<file path="src/hdl/tspk_pkg.sv">
package tspk_pkg;
	// ****************************************
	// transport format codes
	// ****************************************
	localparam logic [3:0] FMT_MODE0 = 4'h0;
	localparam logic [3:0] FMT_MODE1 = 4'h1;

	// ****************************************
	// frame geometry
	// ****************************************
	localparam int SAMPLE_W = 12;
	localparam int LANES = 8;
	localparam int OCTET_W = 8;
	localparam int M0_OCTETS = 8;
	localparam int M0_SAMPLES = 5;
	localparam int M1_OCTETS = 2;
	localparam int M1_SAMPLES = 2;
	localparam int M0_PER_CH = 10;
	localparam int LANE_FRAME_W = 64;
	localparam int FRAME_W = LANES * LANE_FRAME_W;
	localparam logic [3:0] TAIL_NIBBLE = 4'h0;
	localparam logic [7:0] FILL_OCTET = 8'h00;

	// ****************************************
	// device variants
	// ****************************************
	localparam logic [1:0] DEV_SINGLE = 2'h0;
	localparam logic [1:0] DEV_DUAL = 2'h1;
	localparam logic [1:0] DEV_QUAD = 2'h2;

	// ****************************************
	// lane usage per mode and variant
	// ****************************************
	localparam logic [7:0] M0_LANES_QUAD = 8'hFF;
	localparam logic [7:0] M0_LANES_DUAL = 8'h0F;
	localparam logic [7:0] M0_LANES_SINGLE = 8'h03;
	localparam logic [7:0] M1_LANES_QUAD = 8'h3F;
	localparam logic [7:0] M1_LANES_DUAL = 8'h07;
	localparam logic [7:0] M1_LANES_SINGLE = 8'h03;

	typedef enum logic [1:0] {
		TSPK_IDLE = 2'b00,
		TSPK_FILL = 2'b01,
		TSPK_EMIT = 2'b11
	} tspk_state_t;
endpackage : tspk_pkg

</file>
<file path="src/hdl/tspk_packer.sv">
`timescale 1ns/1ns
// Summary of operation
// frame layout on every lane follows the selected transport format
// sample index n orders samples in time, lower index first
// tail positions are sent as zero in every format
// samples are placed most significant bit first
// format 0: five 12-bit samples per lane frame, zero tail nibble 15
// format 0: lanes pair even/odd samples of A, B, then C, D on quad
// format 1: two-octet lane frames, A0 A1 B0 B1 packed across three lanes
// format 1: quad repeats for C, D; single zero-fills lane 1 octet 1
// lowest lanes are used; unused higher lanes are powered down
// all active lanes present their frame in the same cycle
module tspk_packer #(
	parameter int FIFO_DEPTH = 16
) (
	input wire logic clk, // frame clock
	input wire logic rstn, // async reset, active low
	input wire logic [3:0] transport_format_select, // transport format code
	input wire logic [1:0] dev_variant, // single, dual or quad
	input wire logic [11:0] smp_a, // channel a sample
	input wire logic [11:0] smp_b, // channel b sample
	input wire logic [11:0] smp_c, // channel c sample
	input wire logic [11:0] smp_d, // channel d sample
	input wire logic smp_valid, // one sample per channel offered
	output logic smp_ready, // samples accepted when high
	output logic [511:0] lane_frame, // lane k frame in bits 64k+63:64k
	output logic [7:0] lane_octets, // octets per lane frame
	output logic [7:0] lane_enable, // active lanes, others powered down
	output logic frame_valid, // frame presented on all lanes
	input wire logic frame_ready, // frame taken by the encoders
	output logic fmt_error // unsupported format selected
);
	localparam int SW = tspk_pkg::SAMPLE_W;
	localparam int WW = 4 * SW;
	localparam int LW = tspk_pkg::LANE_FRAME_W;

	initial begin
		if (FIFO_DEPTH != 16) begin
			$error("tspk_packer is built for a sample buffer of 16 words");
		end
		if (SW != 12) begin
			$error("tspk_packer lane maps are laid out for 12-bit samples");
		end
		if (tspk_pkg::M0_SAMPLES * SW + $bits(tspk_pkg::TAIL_NIBBLE) != LW) begin
			$error("tspk_packer format 0 lane must hold five samples and a tail nibble");
		end
		if (tspk_pkg::M0_OCTETS * tspk_pkg::OCTET_W != LW) begin
			$error("tspk_packer lane word must be one format 0 frame wide");
		end
		if (tspk_pkg::LANES * LW != $bits(lane_frame)) begin
			$error("tspk_packer lane_frame must hold every lane word");
		end
	end

	// ****************************************
	// sample buffer
	// ****************************************
	logic [WW-1:0] fifo_data;
	logic fifo_valid;
	logic fifo_pop;

	tspk_fifo #(
		.WIDTH(WW),
		.DEPTH(FIFO_DEPTH)
	) u_fifo (
		.clk(clk),
		.rstn(rstn),
		.wr_data({smp_a, smp_b, smp_c, smp_d}),
		.wr_valid(smp_valid),
		.wr_ready(smp_ready),
		.rd_data(fifo_data),
		.rd_valid(fifo_valid),
		.rd_ready(fifo_pop)
	);

	// ****************************************
	// format decode
	// ****************************************
	function automatic logic [3:0] samples_per_frame(input logic [3:0] fmt);
		if (fmt == tspk_pkg::FMT_MODE0) begin
			samples_per_frame = 4'(tspk_pkg::M0_PER_CH);
		end else begin
			samples_per_frame = 4'(tspk_pkg::M1_SAMPLES);
		end
	endfunction : samples_per_frame

	function automatic logic [7:0] lanes_used(input logic [3:0] fmt, input logic [1:0] dev);
		lanes_used = 8'h00;
		if (fmt == tspk_pkg::FMT_MODE0) begin
			if (dev == tspk_pkg::DEV_QUAD) begin
				lanes_used = tspk_pkg::M0_LANES_QUAD;
			end else if (dev == tspk_pkg::DEV_DUAL) begin
				lanes_used = tspk_pkg::M0_LANES_DUAL;
			end else begin
				lanes_used = tspk_pkg::M0_LANES_SINGLE;
			end
		end else if (fmt == tspk_pkg::FMT_MODE1) begin
			if (dev == tspk_pkg::DEV_QUAD) begin
				lanes_used = tspk_pkg::M1_LANES_QUAD;
			end else if (dev == tspk_pkg::DEV_DUAL) begin
				lanes_used = tspk_pkg::M1_LANES_DUAL;
			end else begin
				lanes_used = tspk_pkg::M1_LANES_SINGLE;
			end
		end
	endfunction : lanes_used

	// format is latched at the start of each frame so a change never splits a frame
	logic [3:0] fmt_q;
	logic [1:0] dev_q;
	logic fmt_ok;

	assign fmt_ok = (transport_format_select == tspk_pkg::FMT_MODE0)
		|| (transport_format_select == tspk_pkg::FMT_MODE1);

	// ****************************************
	// frame assembly state
	// ****************************************
	tspk_pkg::tspk_state_t state_q;
	logic [3:0] idx_q;
	logic [SW-1:0] buf_a_q [tspk_pkg::M0_PER_CH];
	logic [SW-1:0] buf_b_q [tspk_pkg::M0_PER_CH];
	logic [SW-1:0] buf_c_q [tspk_pkg::M0_PER_CH];
	logic [SW-1:0] buf_d_q [tspk_pkg::M0_PER_CH];
	logic last_smp;
	logic emit_done;

	assign fifo_pop = fifo_valid && (state_q == tspk_pkg::TSPK_FILL);
	assign last_smp = idx_q == samples_per_frame(fmt_q) - 4'h1;
	assign emit_done = frame_valid && frame_ready;

	always_ff @(posedge clk or negedge rstn) begin
		if (!rstn) begin
			state_q <= tspk_pkg::TSPK_IDLE;
		end else begin
			case (state_q)
				tspk_pkg::TSPK_IDLE: begin
					if (fmt_ok) begin
						state_q <= tspk_pkg::TSPK_FILL;
					end
				end
				tspk_pkg::TSPK_FILL: begin
					if (fifo_pop && last_smp) begin
						state_q <= tspk_pkg::TSPK_EMIT;
					end
				end
				tspk_pkg::TSPK_EMIT: begin
					if (emit_done) begin
						state_q <= tspk_pkg::TSPK_IDLE;
					end
				end
				default: begin
					state_q <= tspk_pkg::TSPK_IDLE;
				end
			endcase
		end
	end

	logic frame_start;

	// format and variant are taken only here, so one frame never mixes two layouts
	assign frame_start = state_q == tspk_pkg::TSPK_IDLE && fmt_ok;

	always_ff @(posedge clk or negedge rstn) begin
		if (!rstn) begin
			fmt_q <= tspk_pkg::FMT_MODE0;
		end else if (frame_start) begin
			fmt_q <= transport_format_select;
		end
	end

	always_ff @(posedge clk or negedge rstn) begin
		if (!rstn) begin
			dev_q <= tspk_pkg::DEV_SINGLE;
		end else if (frame_start) begin
			dev_q <= dev_variant;
		end
	end

	always_ff @(posedge clk or negedge rstn) begin
		if (!rstn) begin
			idx_q <= 4'h0;
		end else if (state_q == tspk_pkg::TSPK_IDLE) begin
			idx_q <= 4'h0;
		end else if (fifo_pop) begin
			idx_q <= idx_q + 4'h1;
		end
	end

	// samples are stored by index so index 0 is the earliest in time
	always_ff @(posedge clk) begin
		if (fifo_pop) begin
			buf_a_q[idx_q] <= fifo_data[4*SW-1:3*SW];
			buf_b_q[idx_q] <= fifo_data[3*SW-1:2*SW];
			buf_c_q[idx_q] <= fifo_data[2*SW-1:SW];
			buf_d_q[idx_q] <= fifo_data[SW-1:0];
		end
	end

	// ****************************************
	// lane mapping
	// ****************************************
	// format 0 lane: five samples of one parity, msb first, zero tail nibble
	function automatic logic [63:0] m0_lane(
		input logic [SW-1:0] s0, input logic [SW-1:0] s1, input logic [SW-1:0] s2,
		input logic [SW-1:0] s3, input logic [SW-1:0] s4);
		m0_lane = {s0, s1, s2, s3, s4, tspk_pkg::TAIL_NIBBLE};
	endfunction : m0_lane

	// format 1 three-lane group, octets in bits 63:48 of each lane word
	function automatic logic [191:0] m1_group(
		input logic [SW-1:0] p0, input logic [SW-1:0] p1,
		input logic [SW-1:0] q0, input logic [SW-1:0] q1, input logic zero_q);
		logic [15:0] l0;
		logic [15:0] l1;
		logic [15:0] l2;
		l0 = {p0, p1[11:8]};
		l1 = {p1[7:0], zero_q ? tspk_pkg::FILL_OCTET : q0[11:4]};
		l2 = {q0[3:0], q1};
		m1_group = {l2, 48'h0, l1, 48'h0, l0, 48'h0};
	endfunction : m1_group

	logic [511:0] frame_d;
	logic single_dev;
	logic [7:0] lanes_on;

	assign single_dev = dev_q == tspk_pkg::DEV_SINGLE;
	// lowest lanes first; the mask also drives the power-down of the rest
	assign lanes_on = lanes_used(fmt_q, dev_q);

	always_comb begin
		frame_d = '0;
		if (fmt_q == tspk_pkg::FMT_MODE0) begin
			frame_d[63:0] = m0_lane(buf_a_q[0], buf_a_q[2], buf_a_q[4], buf_a_q[6], buf_a_q[8]);
			frame_d[127:64] = m0_lane(buf_a_q[1], buf_a_q[3], buf_a_q[5], buf_a_q[7], buf_a_q[9]);
			frame_d[191:128] = m0_lane(buf_b_q[0], buf_b_q[2], buf_b_q[4], buf_b_q[6], buf_b_q[8]);
			frame_d[255:192] = m0_lane(buf_b_q[1], buf_b_q[3], buf_b_q[5], buf_b_q[7], buf_b_q[9]);
			frame_d[319:256] = m0_lane(buf_c_q[0], buf_c_q[2], buf_c_q[4], buf_c_q[6], buf_c_q[8]);
			frame_d[383:320] = m0_lane(buf_c_q[1], buf_c_q[3], buf_c_q[5], buf_c_q[7], buf_c_q[9]);
			frame_d[447:384] = m0_lane(buf_d_q[0], buf_d_q[2], buf_d_q[4], buf_d_q[6], buf_d_q[8]);
			frame_d[511:448] = m0_lane(buf_d_q[1], buf_d_q[3], buf_d_q[5], buf_d_q[7], buf_d_q[9]);
		end else begin
			frame_d[191:0] = m1_group(buf_a_q[0], buf_a_q[1], buf_b_q[0], buf_b_q[1], single_dev);
			frame_d[383:192] = m1_group(buf_c_q[0], buf_c_q[1], buf_d_q[0], buf_d_q[1], 1'b0);
		end
		// unused lanes carry zeros; they are powered down anyway
		for (int k = 0; k < tspk_pkg::LANES; k++) begin
			if (!lanes_on[k]) begin
				frame_d[k*64 +: 64] = '0;
			end
		end
	end

	// ****************************************
	// output registers
	// ****************************************
	logic frame_load;

	// the lane word is loaded on the first emit cycle, once the last sample sits in the buffer
	assign frame_load = state_q == tspk_pkg::TSPK_EMIT && !frame_valid;

	always_ff @(posedge clk or negedge rstn) begin
		if (!rstn) begin
			lane_frame <= '0;
		end else if (frame_load) begin
			lane_frame <= frame_d;
		end
	end

	// valid rises with the lane word and holds it still until the encoders take it
	always_ff @(posedge clk or negedge rstn) begin
		if (!rstn) begin
			frame_valid <= 1'b0;
		end else if (frame_load) begin
			frame_valid <= 1'b1;
		end else if (emit_done) begin
			frame_valid <= 1'b0;
		end
	end

	always_ff @(posedge clk or negedge rstn) begin
		if (!rstn) begin
			lane_enable <= 8'h00;
		end else begin
			lane_enable <= lanes_on;
		end
	end

	always_ff @(posedge clk or negedge rstn) begin
		if (!rstn) begin
			lane_octets <= 8'h00;
		end else begin
			lane_octets <= (fmt_q == tspk_pkg::FMT_MODE0) ? 8'(tspk_pkg::M0_OCTETS)
				: 8'(tspk_pkg::M1_OCTETS);
		end
	end

	always_ff @(posedge clk or negedge rstn) begin
		if (!rstn) begin
			fmt_error <= 1'b0;
		end else begin
			fmt_error <= !fmt_ok;
		end
	end
endmodule : tspk_packer

</file>
<file path="src/hdl/tspk_fifo.sv">
`timescale 1ns/1ns
module tspk_fifo #(
	parameter int WIDTH = 48,
	parameter int DEPTH = 16
) (
	input wire logic clk, // frame clock
	input wire logic rstn, // async reset, active low
	input wire logic [WIDTH-1:0] wr_data, // word in
	input wire logic wr_valid, // word offered
	output logic wr_ready, // room for a word
	output logic [WIDTH-1:0] rd_data, // head word
	output logic rd_valid, // head word present
	input wire logic rd_ready // head word taken
);
	localparam int AW = $clog2(DEPTH);

	initial begin
		if (DEPTH < 2 || (1 << AW) != DEPTH) begin
			$error("tspk_fifo depth must be a power of two of at least 2");
		end
	end

	logic [WIDTH-1:0] mem [DEPTH];
	logic [AW:0] wptr_q;
	logic [AW:0] rptr_q;
	logic push;
	logic pop;
	logic [AW:0] wptr_d;
	logic [AW:0] rptr_d;
	logic ready_q;

	// ready is registered from the next pointers, so it never lags a push or a pop
	assign wr_ready = ready_q;
	assign wptr_d = push ? wptr_q + (AW+1)'(1) : wptr_q;
	assign rptr_d = pop ? rptr_q + (AW+1)'(1) : rptr_q;
	assign rd_valid = wptr_q != rptr_q;
	assign rd_data = mem[rptr_q[AW-1:0]];
	assign push = wr_valid && wr_ready;
	assign pop = rd_valid && rd_ready;

	always_ff @(posedge clk) begin
		if (push) begin
			mem[wptr_q[AW-1:0]] <= wr_data;
		end
	end

	always_ff @(posedge clk or negedge rstn) begin
		if (!rstn) begin
			wptr_q <= '0;
		end else if (push) begin
			wptr_q <= wptr_q + (AW+1)'(1);
		end
	end

	always_ff @(posedge clk or negedge rstn) begin
		if (!rstn) begin
			rptr_q <= '0;
		end else if (pop) begin
			rptr_q <= rptr_q + (AW+1)'(1);
		end
	end

	always_ff @(posedge clk or negedge rstn) begin
		if (!rstn) begin
			ready_q <= 1'b1;
		end else begin
			ready_q <= (wptr_d - rptr_d) != (AW+1)'(DEPTH);
		end
	end
endmodule : tspk_fifo

</file>
<file path="config.mk">
export PLATFORM = sky130hd
export DESIGN_NAME = tspk_packer
export DESIGN_NICKNAME = d
export VERILOG_FILES = /design/src/hdl/tspk_pkg.sv /design/src/hdl/tspk_packer.sv /design/src/hdl/tspk_fifo.sv
export SDC_FILE = /design/constraint.sdc
export NUM_CORES = 2
export LEC_CHECK = 0
export BUFFER_PORTS_ARGS = -buffer_cell sky130_fd_sc_hd__buf_2
export CELL_PAD_IN_SITES_DETAIL_PLACEMENT = 1
export CELL_PAD_IN_SITES_GLOBAL_PLACEMENT = 1
export CORE_MARGIN = 2
export CORE_UTILIZATION = 50
export CTS_BUF_LIST = sky130_fd_sc_hd__clkbuf_2
export CTS_CLUSTER_DIAMETER = 60
export DETAILED_ROUTE_END_ITERATION = 12
export PLACE_DENSITY_LB_ADDON = 0.1
export SYNTH_ARGS = -nofsm -noshare
export SYNTH_HDL_FRONTEND = slang
export SYNTH_SLANG_ARGS = --single-unit
</file>
<file path="constraint.sdc">
create_clock -name clk -period 17.09 [get_ports clk]
set_input_delay 1.709 -clock clk [delete_from_list [all_inputs] [get_ports clk]]
set_output_delay 1.709 -clock clk [all_outputs]
set_load 0.01 [all_outputs]
</file>
* Word-level counts from Yosys, hierarchy flattened *
Memories as Yosys holds them, arrays and structs flattened.
Cells that the tools add are included.

storage, ports and cells
  flip-flop bits (word level) = 549
  bits in writable memories = 1248
  memories = 5

operators by class
  $add $sub $neg = 5
  eq/ne operators = 12
  mux-type cells = 33
  reductions and logical operators = 17

memory list
  memory      depth  bits a word  rd ports  clocked after memory_dff  write ports  RTL line            text
  u_fifo.mem  16     48           1         0                         1            tspk_fifo.sv:23     logic [WIDTH-1:0] mem [DEPTH];
  buf_a_q     10     12           10        0                         1            tspk_packer.sv:121  logic [SW-1:0] buf_a_q [tspk_pkg::M0_PER_CH];
  buf_b_q     10     12           10        0                         1            tspk_packer.sv:122  logic [SW-1:0] buf_b_q [tspk_pkg::M0_PER_CH];
  buf_c_q     10     12           10        0                         1            tspk_packer.sv:123  logic [SW-1:0] buf_c_q [tspk_pkg::M0_PER_CH];
  buf_d_q     10     12           10        0                         1            tspk_packer.sv:124  logic [SW-1:0] buf_d_q [tspk_pkg::M0_PER_CH];

operators with widths
  cell                 number
  $mux 64              8
  $mux 384             1
  $mux 128             1
  $mux 8               3
  $mux 4               5
  $mux 6               2
  $add 5x1->5 const B  2
  $mux 5               2
  $eq 4x1->1 const B   2
  $logic_not 4->1      2
  $logic_and 1x1->1    7
  $mux 1               6
  $mux 2               3
  $pmux 2 s3           1
  $ne 5x5->1           1
  $ne 5x5->1 const B   1
  $sub 5x5->5          1
  $add 4x1->4 const B  1
  $eq 2x1->1 const B   2
  $eq 2x2->1 const B   2
  $eq 4x4->1           1
  $logic_not 2->1      2
  $ne 2x2->1 const B   2
  $reduce_bool 2->1    2
  other kinds (6)      7

* Depth between registers and ports, before layout *
  word-level depth = 7
  depth in mapped cells = 12
  gate-level depth less buffers = 11

* Modules after synthesis *
Synthesis repeated with hierarchy kept, for this count alone.

second synthesis, totals
  cells, all modules = 4021
  area, all modules = 64802.2 um^2

by module, submodules not included
  module       instances  cells each  area an instance (um^2)  sequential area each (um^2)
  tspk_packer  1          2496        34645.7                  26950.8
  tspk_fifo    1          1525        30156.4                  23338.6

* Worst setup path after synthesis *
OpenSTA, ideal clock, no wires.

  path type = input-to-reg
  start = in smp_valid
  end = mem u_fifo.mem[0][0], enable pin
  library setup time = 0.590 ns
  arrival time = 6.850 ns
  required time = 16.500 ns
  slack = 9.650 ns
  stages = 2
  path buffers = 0
  path through = nand2_1 nor4b_1

on the way
  longest elaborated chain between the ends = 3

ends and longest elaborated chain
  item                          RTL line           text
  start: declaration            tspk_packer.sv:24  input wire logic smp_valid,
  $logic_and 1x1->1             tspk_fifo.sv:38    assign push = wr_valid && wr_ready;
  $mux 1                        tspk_fifo.sv:42    if (push) begin
  $mux 1 (implied by the code)  tspk_fifo.sv:43    mem[wptr_q[AW-1:0]] <= wr_data;
  end: declaration              tspk_fifo.sv:23

No other way between the ends.

* Final worst setup path *
  start = reg lane_frame[182]
  end = out lane_frame[182]

RTL lines
  item                      RTL line            text
  start: declaration        tspk_packer.sv:26   output logic [511:0] lane_frame,
  start signal: assignment  tspk_packer.sv:266  lane_frame <= frame_d;

No word-level cell between the ends.

==> impl_results.md <==
- Unrepaired setup endpoints after global routing: false
- Total of max-cap violations: 0
- CTS resizes: 0
- Gate Count Post-Synth: 3,474
- Worst R2R Setup Slack: 13,150 ps
- Standard-cell row count: 131
- Post-route ant nets: 0
- Worst-path clk slew: 110 ps
- Mapped cell area: 0.0638 mm2
- Uppermost layer routed: met5
- Dpl hpwl: 106,000 um
- GRT Util Overall: 0.277
- Die Area: 0.130 mm2
- CP arrival: 2450 ps
- Die X: 361 um
- Post-synth top flop: edfxtp_1
- Die outline height: 361 um
- Met1 wire length: 74,100 um
- Multiplexer area fraction after synthesis: 0.0979
- Crit. End Element: primary output
- Number of distinct library cells after synthesis: 46
- Setup tns final: 0 ps
- TritonCTS clock tree: built
- Drt drc: 0
- Depth of the CTS H-tree: 5
- Placed cells: 5,543
- Final setup violation count: 0
- Gpl congestion: 0.791
- CTS sink cnt: 1,760
- Worst R2R Start: u_fifo.rptr_q[1]
- Synth Warn #: 0
- Post-Synth Adder-Cell Area: 0.00275
- Number of DRC markers in iteration 0: 2,846
- Critical path type: flop to primary output
- CP Cell Sequence: buf_2
- Max-slew violations: 0
- Peak VDD IR: 0.125 mV
- Achievable Freq: 240 MHz
- Simple-gate share of the synthesized area: 0.0547
- Clock buffer depth: 4
- Yosys reg bits: 1,760
- Drt total wl: 179,000 um
- # IOs: 589
- Crit Reg-Reg Endpoint: buf_b_q[5][3]
- Post-synth EDFFs: 1,248
- Buffers plus inverters on the worst setup path: 1
- Slew @ Worst Pin: 1170 ps
- Largest net degree at the start of global routing: 108
- WHS Path Cells: 2
- Mean Syn Cell Area: 18.4 um2
- Grt ovf: 0
- Non-Filler Instances: 6,361
- Total clock buffers created by CTS: 444
- Met3 WL: 12,000 um
- Delay-heaviest family, CP: flip-flops
- Worst hold margin: 311 ps
- Clock Latency Late Sink: 1780 ps
- Vias in the first global route: 37,600
- R2R cell count: 4
- Port bufs: 550
- Layout cells sized above 1: 0.346
- Seq/Total Area, Yosys: 0.789
- Worst slack at placement: 12,360 ps
- XOR/XNOR Fraction of Synth Area: 0.00206
- Outcome: complete, no violations
- Core Area: 0.127 mm2
- Worst slew margin: 0.217
- Util after Layout: 0.569
- Critical Path RT: 15,380 ps
- Largest family of logic cells by synthesized area: multiplexers
- Final Hold Vio Count: 0
- Crit-path max FO: 2
- Initial antenna violation count: 25
- Via count: 35,900
- Critical-path top delay cell: dfrtp_1
- Lkg Pwr: 29.6 nW
- Final Worst Setup Slack: 12,930 ps
- First-pass GRT wire length: 260,000 um
- Clock Skew: 153 ps
- Hold_sp: transport_format_select[2]
- Top cell type's share of synthesized area: 0.588
- Ys async rst share: 0.291
- Nets: 4,403
- Initial cell density of the core: 0.502
- DR vias/cell: 5.64
- Dominant cell type by area after synthesis: edfxtp_1
- Worst hold path type: input pin to flop
- Min cycle time layout: 4160 ps
- Compound-gate portion of the synthesized area: 0.0354
- Met2 wire len: 88,200 um
- Hold Path End: fmt_error
- Synthesis-to-layout area growth: 13.3%
- Commonest non-fill, non-tap cells in the layout: edfxtp_1 (1,248), clkbuf_2 (715), buf_2 (549)
- Final Cycle Share: 0.244
- DRT Pass-1 Iters: 5
- Wire per inst: 28.2 um
- P per Cell Area: 188 mW/mm2
- Clk root buf: clkbuf_2
- Startpoint class of the critical path: flop
- CP peak stage delay: 520 ps
- Commonest non-fill, non-tap cell in the layout: edfxtp_1
- Ranking of synthesized cells by area: edfxtp_1 (59%), dfrtp_1 (20%), mux4_2 (8.5%)
## per-layer routing
layer,GRT usage,vias to the layer above
met5,0,-
met4,0.0975,12
met3,0.0567,280
met2,0.449,1449
met1,0.378,18900
li1,-,15200
## worst max path at each step
stage	startpoint	to	depth (start not counted)	slack (ps)
final	lane_frame[182]	lane_frame[182]	1	12930
after global routing	lane_frame[182]	lane_frame[182]	1	12710
after CTS	lane_frame[182]	lane_frame[182]	1	12620
after detailed placement	rstn	lane_frame[422]	4	12360
after global placement	rstn	lane_frame[421]	4	12400
after floorplan	smp_valid	u_fifo.mem[0][0]	2	9650
## registers in the layout, summed over array words and instances (netlist names), 2 cells and up
register,cells
lane_enable,5
buf_c_q,120
u_fifo.rptr_q,5
buf_d_q,120
lane_octets,2
buf_b_q,120
lane_frame,480
u_fifo.mem,768
dev_q,2
idx_q,4
fmt_q,4
state_q,2
buf_a_q,120
u_fifo.wptr_q,5
## stage by stage
step | total power [W] | area, um2
after floorplan | 0.00876 | 63900
after global placement | 0.0108 | 68200
after detailed placement | 0.0109 | 68200
after CTS | 0.0137 | 72300
after global routing | 0.0143 | 72300
final | 0.0136 | 72300
## area by class of cell
class,instances,area (um2)
clock buffers,715,3580
inverters,18,70.1
clock inverters,88,415
well taps,1662,2080
repair buffers,612,3250
diodes,11,27.5
flip-flops and latches,1760,50300
multi-input cells,1495,12600
fillers,12000,54800
## logic make-up after synthesis
logic type,Yosys count
flip-flops,1760
multiplexers,323
AO/OA/AOI/OAI,301
buffers and inverters,256
XOR/XNOR,15
adder cells (fa/ha/maj),14
other,1
AND/OR/NAND/NOR,804
## repair_timing
action,CTS,global route
hold endpoints to repair,88,0
hold buffers,4,0
buffers inserted,0,0
## synth_stat cells (3+ instances only)
| cell | number |
|---|---|
| buf_4 | 42 |
| o31ai_1 | 3 |
| a21oi_1 | 9 |
| nand2b_1 | 5 |
| nor2b_1 | 11 |
| nor2_1 | 10 |
| nor3_1 | 6 |
| and3_1 | 13 |
| mux2i_1 | 79 |
| buf_2 | 45 |
| edfxtp_1 | 1248 |
| or3_1 | 5 |
| inv_1 | 17 |
| buf_1 | 15 |
| nor4b_1 | 6 |
| ha_1 | 14 |
| a22o_1 | 189 |
| xnor2_1 | 7 |
| nand3_1 | 219 |
| xor2_1 | 8 |
| mux4_2 | 240 |
| clkbuf_1 | 135 |
| mux2_2 | 4 |
| dfrtp_1 | 511 |
| o21ai_0 | 90 |
| nand2_1 | 510 |
| and2_1 | 12 |
## where the power goes
part,internal [W],total (W),switching [W]
registers,0.00592,0.00655,0.000629
clock network,0.00113,0.00280,0.00167
logic,0.00142,0.00423,0.00281
total,0.00847,0.0136,0.00511
Power figures use the tool's default switching activity.
